### src/design/ftir_pkg.sv
// Package with constants, states and carriers for the identification read state machine.
package ftir_pkg;

    // Command and address codes seen on the host link.
    localparam logic [7:0] CMD_READ_ID = 8'h90;
    localparam logic [7:0] CMD_PARAM_PAGE = 8'hEC;
    localparam logic [7:0] CMD_UNIQUE_ID = 8'hED;
    localparam logic [7:0] CMD_READ_STATUS = 8'h70;
    localparam logic [7:0] ADDR_ID_STD = 8'h00;
    localparam logic [7:0] ADDR_ID_SIG = 8'h20;
    localparam logic [7:0] ADDR_LOAD = 8'h00;

    // Reset values of target-level registers.
    localparam logic [7:0] LAST_CMD_RESET = 8'h00;

    // Signature length in bytes and the last index that walks it.
    localparam int SIG_LEN = 4;
    localparam logic [1:0] SIG_LAST_IDX = 2'h3;

    // Default number of logical units and unit address width.
    localparam int UNIT_COUNT = 2;
    localparam int UNIT_AW = 1;

    // Target states, one-hot.
    typedef enum logic [10:0] {
        ST_IDLE        = 11'h001,
        ST_ID_ADDR     = 11'h002,
        ST_ID_STD_WAIT = 11'h004,
        ST_ID_MFR      = 11'h008,
        ST_ID_SIG_WAIT = 11'h010,
        ST_PP_ADDR     = 11'h020,
        ST_PP_LOAD     = 11'h040,
        ST_UID_ADDR    = 11'h080,
        ST_UID_LOAD    = 11'h100,
        ST_IDLE_RD     = 11'h200,
        ST_STATUS      = 11'h400
    } ftir_state_e;

    // One host link cycle: command, address or read-byte request.
    typedef struct packed {
        logic cmd_valid;
        logic addr_valid;
        logic rd_req;
        logic [7:0] value;
    } ftir_link_s;

    // Requests from the target to the logical units.
    typedef struct packed {
        logic invalidate_all;
        logic clear_ready;
        logic set_ready;
        logic load_param;
        logic load_uid;
    } ftir_unit_req_s;

endpackage : ftir_pkg

### src/design/ftir_target.sv
// Target-level state machine for identification, parameter page and unique ID reads.
`timescale 1ns/1ns
module ftir_target
    import ftir_pkg::*;
#(
    parameter int UNITS = UNIT_COUNT,                 // Number of logical units.
    parameter int UAW = UNIT_AW,                      // Unit address width.
    parameter logic [7:0] MFR_CODE = 8'h5A,           // Arbitrary manufacturer code.
    parameter logic [7:0] DEV_CODE = 8'hA5,           // Arbitrary device code.
    parameter logic [31:0] SIGNATURE = 32'hB4D2E17C,  // Arbitrary signature bytes, first byte in low lane.
    parameter logic [7:0] VENDOR_FILL = 8'h00         // Value returned where content is undefined.
) (
    input wire logic clk_i,                           // 250 MHz clock.
    input wire logic reset_i,                         // Synchronous reset, active high.
    input wire logic clk_en_i,                        // Freezes all state while low.
    input wire ftir_link_s link_i,                    // Host command, address and read cycles.
    input wire logic status_output_flag_i,            // Status output mode flag.
    input wire logic [UAW-1:0] unit_choice_i,         // Unit chosen to serve a load.
    input wire logic unit_data_ready_i,               // Selected unit has data in its page register.
    input wire logic status_done_i,                   // Status read execution finished.
    output logic [7:0] read_data_o,                   // Byte returned on a read request.
    output logic read_valid_o,                        // Read data valid, one-cycle pulse.
    output logic ready_busy_n_o,                      // Ready high, busy low.
    output ftir_unit_req_s unit_req_o,                // One-cycle requests to units.
    output logic [UAW-1:0] selected_unit_o,           // Unit serving the load.
    output logic [7:0] last_command_reg_o,            // Last command code accepted.
    output logic column_change_allowed_o,             // Column change permitted.
    output logic enhanced_column_change_allowed_o,    // Enhanced column change permitted.
    output logic cmd_decode_o,                        // Command handed to general decode, pulse.
    output logic status_exec_o,                       // Status read execution active.
    output ftir_state_e return_state_o,               // State to resume after status read.
    output ftir_state_e state_o                       // Current state.
);

    ////////////////////////////////////////////////////////////////////////////////
    // State carrier.

    // All registered state of the target lives in one packed struct.
    typedef struct packed {
        ftir_state_e state;
        ftir_state_e ret;
        logic [1:0] sig_idx;
        logic id_dev_done;
        logic [7:0] rdata;
        logic rvalid;
        logic rb_n;
        ftir_unit_req_s req;
        logic [UAW-1:0] unit;
        logic [7:0] last_cmd;
        logic chg_col;
        logic chg_col_enh;
        logic decode;
    } ftir_regs_s;

    ftir_regs_s cur_ff;    // Registered state.
    ftir_regs_s nxt_cur;   // Next value of the state.

    // Returns one signature byte by index; low lane goes out first.
    function automatic logic [7:0] sig_byte(input logic [1:0] idx);
        sig_byte = SIGNATURE[{idx, 3'h0} +: 8];
    endfunction : sig_byte

    ////////////////////////////////////////////////////////////////////////////////
    // Next-state logic.

    // Commands are decoded in idle, idle-read and the identification read-wait states; a load state only
    // reacts to status reads, so a stray command cannot abort a unit load.
    always_comb begin
        nxt_cur = cur_ff;
        nxt_cur.rvalid = 1'b0;
        nxt_cur.req = '0;
        nxt_cur.decode = 1'b0;
        unique case (cur_ff.state)
            ST_IDLE, ST_IDLE_RD: begin
                // Idle-read answers stray reads with filler data.
                if (link_i.rd_req && cur_ff.state == ST_IDLE_RD) begin
                    nxt_cur.rdata = VENDOR_FILL;
                    nxt_cur.rvalid = 1'b1;
                end
                if (link_i.cmd_valid) begin
                    if (link_i.value == CMD_READ_ID) begin
                        nxt_cur.last_cmd = CMD_READ_ID;
                        nxt_cur.chg_col = 1'b0;
                        nxt_cur.chg_col_enh = 1'b0;
                        nxt_cur.req.invalidate_all = 1'b1;
                        nxt_cur.state = ST_ID_ADDR;
                    end else if (link_i.value == CMD_PARAM_PAGE) begin
                        nxt_cur.last_cmd = CMD_PARAM_PAGE;
                        nxt_cur.chg_col = 1'b1;
                        nxt_cur.chg_col_enh = 1'b0;
                        nxt_cur.req.invalidate_all = 1'b1;
                        nxt_cur.unit = unit_choice_i;
                        nxt_cur.state = ST_PP_ADDR;
                    end else if (link_i.value == CMD_UNIQUE_ID) begin
                        nxt_cur.last_cmd = CMD_UNIQUE_ID;
                        nxt_cur.chg_col = 1'b1;
                        nxt_cur.chg_col_enh = 1'b0;
                        nxt_cur.req.invalidate_all = 1'b1;
                        nxt_cur.unit = unit_choice_i;
                        nxt_cur.state = ST_UID_ADDR;
                    end else begin
                        nxt_cur.decode = 1'b1;
                    end
                end
            end
            ST_ID_ADDR: begin
                // Any other address is not served here and falls back to idle.
                if (link_i.addr_valid) begin
                    nxt_cur.id_dev_done = 1'b0;
                    nxt_cur.sig_idx = 2'h0;
                    if (link_i.value == ADDR_ID_STD) begin
                        nxt_cur.state = ST_ID_STD_WAIT;
                    end else if (link_i.value == ADDR_ID_SIG) begin
                        nxt_cur.state = ST_ID_SIG_WAIT;
                    end else begin
                        nxt_cur.state = ST_IDLE;
                    end
                end
            end
            ST_ID_STD_WAIT: begin
                if (link_i.cmd_valid) begin
                    nxt_cur.decode = 1'b1;
                    nxt_cur.state = ST_IDLE;
                end else if (link_i.rd_req) begin
                    nxt_cur.rdata = MFR_CODE;
                    nxt_cur.rvalid = 1'b1;
                    nxt_cur.state = ST_ID_MFR;
                end
            end
            ST_ID_MFR: begin
                if (link_i.cmd_valid) begin
                    nxt_cur.decode = 1'b1;
                    nxt_cur.state = ST_IDLE;
                end else if (link_i.rd_req) begin
                    nxt_cur.rdata = DEV_CODE;
                    nxt_cur.rvalid = 1'b1;
                    nxt_cur.id_dev_done = 1'b1;
                    nxt_cur.state = ST_IDLE_RD;
                end
            end
            ST_ID_SIG_WAIT: begin
                if (link_i.cmd_valid) begin
                    nxt_cur.decode = 1'b1;
                    nxt_cur.state = ST_IDLE;
                end else if (link_i.rd_req) begin
                    nxt_cur.rdata = sig_byte(cur_ff.sig_idx);
                    nxt_cur.rvalid = 1'b1;
                    nxt_cur.sig_idx = cur_ff.sig_idx + 2'h1;
                    if (cur_ff.sig_idx == SIG_LAST_IDX) begin
                        nxt_cur.state = ST_IDLE_RD;
                    end
                end
            end
            ST_PP_ADDR, ST_UID_ADDR: begin
                // The host is expected to send address 00h here.
                if (link_i.addr_valid && link_i.value == ADDR_LOAD) begin
                    nxt_cur.req.clear_ready = 1'b1;
                    nxt_cur.rb_n = 1'b0;
                    if (cur_ff.state == ST_PP_ADDR) begin
                        nxt_cur.req.load_param = 1'b1;
                        nxt_cur.ret = ST_PP_LOAD;
                        nxt_cur.state = ST_PP_LOAD;
                    end else begin
                        nxt_cur.req.load_uid = 1'b1;
                        nxt_cur.ret = ST_UID_LOAD;
                        nxt_cur.state = ST_UID_LOAD;
                    end
                end
            end
            ST_PP_LOAD, ST_UID_LOAD: begin
                if (unit_data_ready_i) begin
                    nxt_cur.req.set_ready = 1'b1;
                    nxt_cur.rb_n = 1'b1;
                    nxt_cur.state = ST_IDLE_RD;
                end else if (link_i.cmd_valid && link_i.value == CMD_READ_STATUS) begin
                    nxt_cur.state = ST_STATUS;
                end else if (link_i.rd_req && status_output_flag_i) begin
                    nxt_cur.state = ST_IDLE_RD;
                end
            end
            ST_STATUS: begin
                // Resume the interrupted load once status execution ends.
                if (status_done_i) begin
                    nxt_cur.state = cur_ff.ret;
                end
            end
            default: begin
                nxt_cur.state = ST_IDLE;
            end
        endcase
    end

    ////////////////////////////////////////////////////////////////////////////////
    // State register.

    // Clock enable freezes everything, including the one-cycle pulses.
    always_ff @(posedge clk_i) begin
        if (reset_i) begin
            cur_ff <= '{state: ST_IDLE, ret: ST_IDLE, sig_idx: 2'h0, id_dev_done: 1'b0,
                        rdata: 8'h00, rvalid: 1'b0, rb_n: 1'b1, req: '0, unit: '0,
                        last_cmd: LAST_CMD_RESET, chg_col: 1'b0, chg_col_enh: 1'b0,
                        decode: 1'b0};
        end else if (clk_en_i) begin
            cur_ff <= nxt_cur;
        end
    end

    // Outputs come straight from the state register.
    assign read_data_o = cur_ff.rdata;
    assign read_valid_o = cur_ff.rvalid;
    assign ready_busy_n_o = cur_ff.rb_n;
    assign unit_req_o = cur_ff.req;
    assign selected_unit_o = cur_ff.unit;
    assign last_command_reg_o = cur_ff.last_cmd;
    assign column_change_allowed_o = cur_ff.chg_col;
    assign enhanced_column_change_allowed_o = cur_ff.chg_col_enh;
    assign cmd_decode_o = cur_ff.decode;
    assign status_exec_o = (cur_ff.state == ST_STATUS);
    assign return_state_o = cur_ff.ret;
    assign state_o = cur_ff.state;
endmodule : ftir_target

### config.mk
export PLATFORM = sky130hd
export DESIGN_NAME = ftir_target
export DESIGN_NICKNAME = d
export VERILOG_FILES = /design/src/design/ftir_pkg.sv /design/src/design/ftir_target.sv
export SDC_FILE = /design/constraint.sdc
export NUM_CORES = 1
export LEC_CHECK = 0
export ABC_AREA = 1
export BUFFER_PORTS_ARGS = -buffer_cell sky130_fd_sc_hd__buf_2
export CAP_MARGIN = 20
export CORE_MARGIN = 1
export CORE_UTILIZATION = 49
export DETAILED_ROUTE_END_ITERATION = 16
export GPL_ROUTABILITY_DRIVEN = 0
export PLACE_DENSITY = 0.74
export SETUP_SLACK_MARGIN = 0.05
export SLEW_MARGIN = 25
export SYNTH_ARGS = -nofsm -noshare
export SYNTH_HDL_FRONTEND = slang
export SYNTH_SLANG_ARGS = --single-unit
### constraint.sdc
create_clock -name clk_i -period 1.4 [get_ports clk_i]
set_input_delay 0 -clock clk_i [delete_from_list [all_inputs] [get_ports clk_i]]
set_output_delay 0 -clock clk_i [all_outputs]
set_load 0.05 [all_outputs]
# Yosys cells after proc, flatten, opt, wreduce, memory -nomap -nowiden
# Index checks and enable logic that the tools add are counted.
[word_totals]
register_bits = 51
inputBits = 18
out_inout_bits = 50
word_cells = 133
[op_classes]
addsub = 1
n_eq_ne = 35
shifts = 1
muxes = 58
bitwise = 1
reduce_logical = 21
[ops]
columns = ["operator", "count"]
rows = [
  ["two-way mux 11 bit", 19],
  ["case mux 11 bit (8 select lines)", 1],
  ["two-way mux 9 bit", 7],
  ["case mux 9 bit (4 select lines)", 1],
  ["variable part select 32 x 6 -> 8 bit, first input constant", 1],
  ["equality test 8 bit, second input constant", 3],
  ["inequality test 2 bit, second input constant", 12],
  ["two-way mux 22 bit", 1],
  ["two-way mux 20 bit", 1],
  ["two-way mux 1 bit", 18],
  ["inequality test 3 bit, second input constant", 4],
  ["equality test 11 x 1 -> 1 bit, second input constant", 1],
  ["equality test 11 x 10 -> 1 bit, second input constant", 1],
  ["equality test 11 bit, second input constant", 1],
  ["equality test 11 x 2 -> 1 bit, second input constant", 1],
  ["equality test 11 x 3 -> 1 bit, second input constant", 1],
  ["equality test 11 x 4 -> 1 bit, second input constant", 1],
  ["equality test 11 x 5 -> 1 bit, second input constant", 1],
  ["equality test 11 x 6 -> 1 bit, second input constant", 1],
  ["equality test 11 x 7 -> 1 bit, second input constant", 1],
  ["equality test 11 x 8 -> 1 bit, second input constant", 1],
  ["equality test 11 x 9 -> 1 bit, second input constant", 1],
  ["AND reduction 11 bit", 1],
  ["two-way mux 10 bit", 1],
  ["22 further kinds", 36],
]

# Longest topological paths before layout
[depth]
depth_word = 6
depth_mapped = 12
mapped_depth_nobuf = 12

# Worst setup path after synthesis
# Ideal clock, no wire load.
[synth_path]
kind = "register -> register"
startpoint = "reg cur_ff, in the netlist state_o[4]"
endpoint = "reg cur_ff, in the netlist state_o[9]"
setup_ns = 0.113
t_arrival_ns = 1.961
t_required_ns = 1.287
setup_slack_ns = -0.674
stages_incl_launch_ff = 11
n_path_buf = 0
period_less_slack_ns = 2.074
cell_sequence = "dfxtp_1 -> nor2_1 -> nand2_2 -> nor3_2 -> nand2_1 -> nand3_2 -> nor2_4 -> nand2_8 -> nand2_1 -> nand2_1 -> nor2_1"
[synth_via]
word_cells_on_any_way = 26
classes_between = "21 x eq/ne; 1 x mux; 4 x reduce/logical"
[synth_lines]
columns = ["element", "line", "text"]
rows = [
  ["from (decl)", "ftir_target.sv:55", "ftir_regs_s cur_ff;"],
  ["from (signal assigned)", "ftir_target.sv:199", "cur_ff <= '{state: ST_IDLE, ret: ST_IDLE, sig_idx: 2'h0, id_dev_done: 1'b0,"],
  ["from (signal assigned)", "ftir_target.sv:204", "cur_ff <= nxt_cur;"],
  ["equality test 11 bit (*)", "-", ""],
  ["net status_exec_o", "ftir_target.sv:30", "output logic status_exec_o,"],
  ["inequality test 2 bit (no source line)", "-", ""],
  ["AND reduction 11 bit (no source line)", "-", ""],
]
# The timed path passes the listed nets; every way through them passes the cells marked *.
# A chain may end at the register's enable or synchronous reset.

# Final worst setup path
[layout_path]
startpoint = "reg cur_ff, in the netlist state_o[0]"
endpoint = "reg cur_ff, in the netlist state_o[5]"
[layout_via]
elab_chain_cells = 4
word_cells_on_any_way = 26
classes_between = "21 x eq/ne; 1 x mux; 4 x reduce/logical"
[layout_rtl]
columns = ["element", "line", "text"]
rows = [
  ["equality test 11 x 10 -> 1 bit (tied with other cells)", "ftir_target.sv:73", "unique case (cur_ff.state)"],
  ["OR reduction 2 bit", "ftir_target.sv:73", ""],
  ["inequality test 4 bit (no source line) or inequality test 2 bit (tied branches)", "-", ""],
  ["AND reduction 11 bit (no source line)", "-", ""],
]
# Parallel ways exist; a longest one is shown, timed or not.

==> key figures <==
Yosys
  – Sequential area share after synthesis: 0.274
  – Synth Warn #: 0
  – Most common flop cell mapped by yosys: dfxtp_1
  – Post-synthesis register bit count: 37
  – Post-synth top cells: nand2_1 (89), nor2_1 (47), buf_4 (44)
  – Syn Area/Cell: 6.73 um2
  – Netlist cell types: 34
  – Leading area contributor after synthesis: dfxtp_1
  – Cell count after synthesis: 401
  – Post-synth top area share: 0.274
  – Async SR Flop Fraction: 0
  – Area contributors post-synth: dfxtp_1 (27%), nand2_1 (12%), buf_4 (12%), nor2_1 (6.5%), nand3_1 (6.5%)
  – Post-synth EDFFs: 0
  – Count leader, synth: nand2_1
  – Synthesized area: 0.00270 mm2

Worst setup path
  – Stages on the worst setup path: 13
  – Kind of critical path: flip-flop to flip-flop
  – CP Capture Type: flip-flop
  – CP Launch Type: flip-flop
  – Largest fanout on the critical path: 8
  – Top delay family on crit path: simple AND/OR/NAND/NOR gates
  – CP max stage delay: 0.38 ns
  – Slowest CP cell: dfxtp_2
  – Critical path data arrival time: 2.03 ns
  – Required @ worst endpoint: 1.60 ns
  – CP bufs+invs: 4
  – Crit path top cell by count: nor2_4
  – Reg2Reg Depth: 13
  – Cells along the critical path: nor2_4, buf_6, inv_2, nor2_4, nand2_1, nand3_2, nand2_2, inv_2, nor2_4, buf_12, nand2_8, nor2_2, nor2_1
  – Worst setup path end: state_o[5]$_SDFFE_PP0P_
  – Critical Path Source: state_o[0]$_SDFFE_PP1P_
  – Worst reg2reg path endpoint: state_o[5]$_SDFFE_PP0P_
  – Worst r2r src: state_o[0]$_SDFFE_PP1P_
  – Reg2Reg Setup Slack: -0.43 ns

Timing
  – Max Slew Vio Count: 0
  – Layout Skew: 0.00432 ns
  – FMAX: 548 MHz
  – Endpoints failing setup: 36
  – RSZ-0062 raised after global routing: yes
  – Endpoints failing hold: 0
  – Final min period: 1.83 ns
  – Final period util: 1.30
  – Final WS setup: -0.426 ns

Die
  – Core ar.: 0.00520 mm2
  – IO Count: 68
  – Die span in x: 76.2 um
  – Die area: 0.00581 mm2
  – Initial core utilization: 0.519
  – Die Ht: 76.2 um
  – FP Rows: 26

Final layout
  – Layout Cells excl Fill: 574
  – Layout Nets: 528
  – Sequential cell area: 767 um2
  – N_diodes: 0
  – Ratio of cells with drive above 1 in the final layout: 0.522
  – Fillers: 345
  – Area Overhead vs Synth: 45.2%
  – Multi-input gate area in the final layout: 0.00182 mm2

GRT
  – Largest net degree at the start of global routing: 23
  – Total congestion overflow: 0
  – Tot GR Track Use: 0.285
  – Vias in the first global route: 2,815
  – First-pass GRT wire length: 13.1 mm
  – Initial antenna violation count: 0

Power
  – Maximum vdd drop: 1350 uV
  – Leakage: 1.92 nW
  – Power per Cell Area: 1870 mW/mm2
  – Final Power: 7.33 mW

Routing
  – Vias: 3,272
  – DRC Markers: 0
  – Post-route ant nets: 0
  – DR WL/cell: 17.1 um
  – Via density: 5.70
  – DRT iter0 DRCs: 315
  – DR pass1 iterations: 5
  – Final WL: 9.82 mm

Placement
  – Placed Cells incl. Taps: 548
  – Port Buf Inserts: 57
  – DP Wirelength: 5.69 mm

Clocking
  – Worst-Skew Late Latency: 0.31 ns
  – CTS Root Buffer Type: clkbuf_8
  – Max Root-Sink Buffers: 2
  – Total CTS buffers: 5
  – Clk sinks: 37
  – Clock-pin slew on the worst setup and hold paths: 0.08 ns
  – TritonCTS clock tree: built
  – CTS H-tree lvls: 2

Outcome
  – Outcome: finished, violations left
  – Failing checks: setup timing

Flow run
  – # Max-Cap Violations: 0

Worst hold path
  – Hold wc startpoint: reset_i
  – Hold/Removal Path Class: input pin to flip-flop
[power by group]
part	switching [mW]	internal [mW]	total, mW
sequential	0.224	1.27	1.49
combinational	3.06	1.79	4.85
clock	0.453	0.534	0.987
[registers in the layout, summed over array words and instances (netlist names)]
| name | flops |
|---|---|
| return_state_o | 3 |
| selected_unit_o | 1 |
| last_command_reg_o | 4 |
| read_valid_o | 1 |
| cur_ff | 2 |
| ready_busy_n_o | 1 |
| unit_req_o | 5 |
| state_o | 11 |
| read_data_o | 8 |
| cmd_decode_o | 1 |
[tightest hold or removal path, stage by stage]
cell	delay, ns
buf_2	0.09
inv_1	0.12
nand3_1	0.11
[what timing repair did]
item,CTS,global route
hold buffers,1,0
endpoints found under the setup margin,36,38
resized for setup,50,53
pin swaps,14,29
gates cloned,2,1
hold endpoints to repair,1,0
buffers inserted,8,9
[layer usage]
metal  GRT usage  vias to the layer above  part of all wire  wire [um]
li1            -                     1457                 -          -
met1       0.352                     1475              0.38       3730
met2       0.474                      269              0.45       4410
met3      0.0539                       71              0.11       1040
met4       0.138                        0             0.066        646
met5           0                        -                 0          0
[cells in the final DEF, fill, tap and decap left out, types with 3 or more instances in the layout]
master    synthesis  routed
conb_1            1      10
nand2_1          89      66
buf_6             0      11
dfxtp_1          37      26
nand3_2           4      13
buf_4            44      61
inv_1            36      30
a21oi_1          25      14
nor2_1           47      34
a21oi_2           1      11
ha_1              7       7
inv_2             6      11
buf_12            0       4
o21ai_1           0       3
nand3_1          35      26
nor2_2            6       8
nand4_1           9       9
a211oi_2          2       3
nand4_4           1       3
nor2_4            5      16
nor3_4            1       3
dfxtp_2           0       6
clkbuf_8          0       5
buf_2             4      56
nor3_1           11      10
nand2_4           4      11
nand2_2           8      26
dfxtp_4           0       5
[how the worst min path moves through the flow]
stage / to / slack (ns) / depth (start not counted)
final: ready_busy_n_o$_SDFFE_PP1P_ / 0.04 / 3
after global routing: unit_req_o[2]$_SDFFE_PP0P_ / 0.06 / 3
after CTS: ready_busy_n_o$_SDFFE_PP1P_ / 0.04 / 3
after detailed placement: selected_unit_o$_SDFFE_PP0P_ / 0.30 / 3
after global placement: selected_unit_o$_SDFFE_PP0P_ / 0.29 / 3
after floorplan: cur_ff[29]$_SDFFE_PP0P_ / 0.07 / 1
[through the flow]
| stage | setup WS [ns] | TNS [ns] | hold slack [ns] | utilization | instance area (um2) |
|---|---|---|---|---|---|
| 3_3_place_gp | -0.320 | -4.31 | 0.288 | 0.631 | 3280 |
| 6_report | -0.426 | -9.59 | 0.0367 | 0.753 | 3920 |
| 5_1_grt | -0.457 | -11.12 | 0.0568 | 0.753 | 3920 |
| 2_1_floorplan | -0.340 | -4.20 | 0.0730 | - | 2810 |
| 4_1_cts | -0.239 | -4.83 | 0.0388 | 0.707 | 3680 |
| 3_5_place_dp | -0.348 | -5.75 | 0.301 | 0.631 | 3280 |
[layout make-up]
| class | count | share of cell area |
|---|---|---|
| sequential | 37 | 0.196 |
| clock inverter | 3 | 0.0118 |
| tap | 70 | 0.0223 |
| clock buffer | 5 | 0.0175 |
| inverter | 42 | 0.0408 |
| timing repair buffer | 134 | 0.247 |
| multi-input combinational | 283 | 0.465 |
[cells by family (layout without fill, tap and decap cells)]
logic type,Yosys count,in the layout,synth area share
DFF,37,37,0.274
adders and majority gates,7,7,0.0324
buffers and inverters,93,184,0.192
AOI/OAI and AO/OA,38,38,0.0829
and+or+nand+nor,225,228,0.417
other,1,10,0.00139
(Power assumes the default switching activity.)
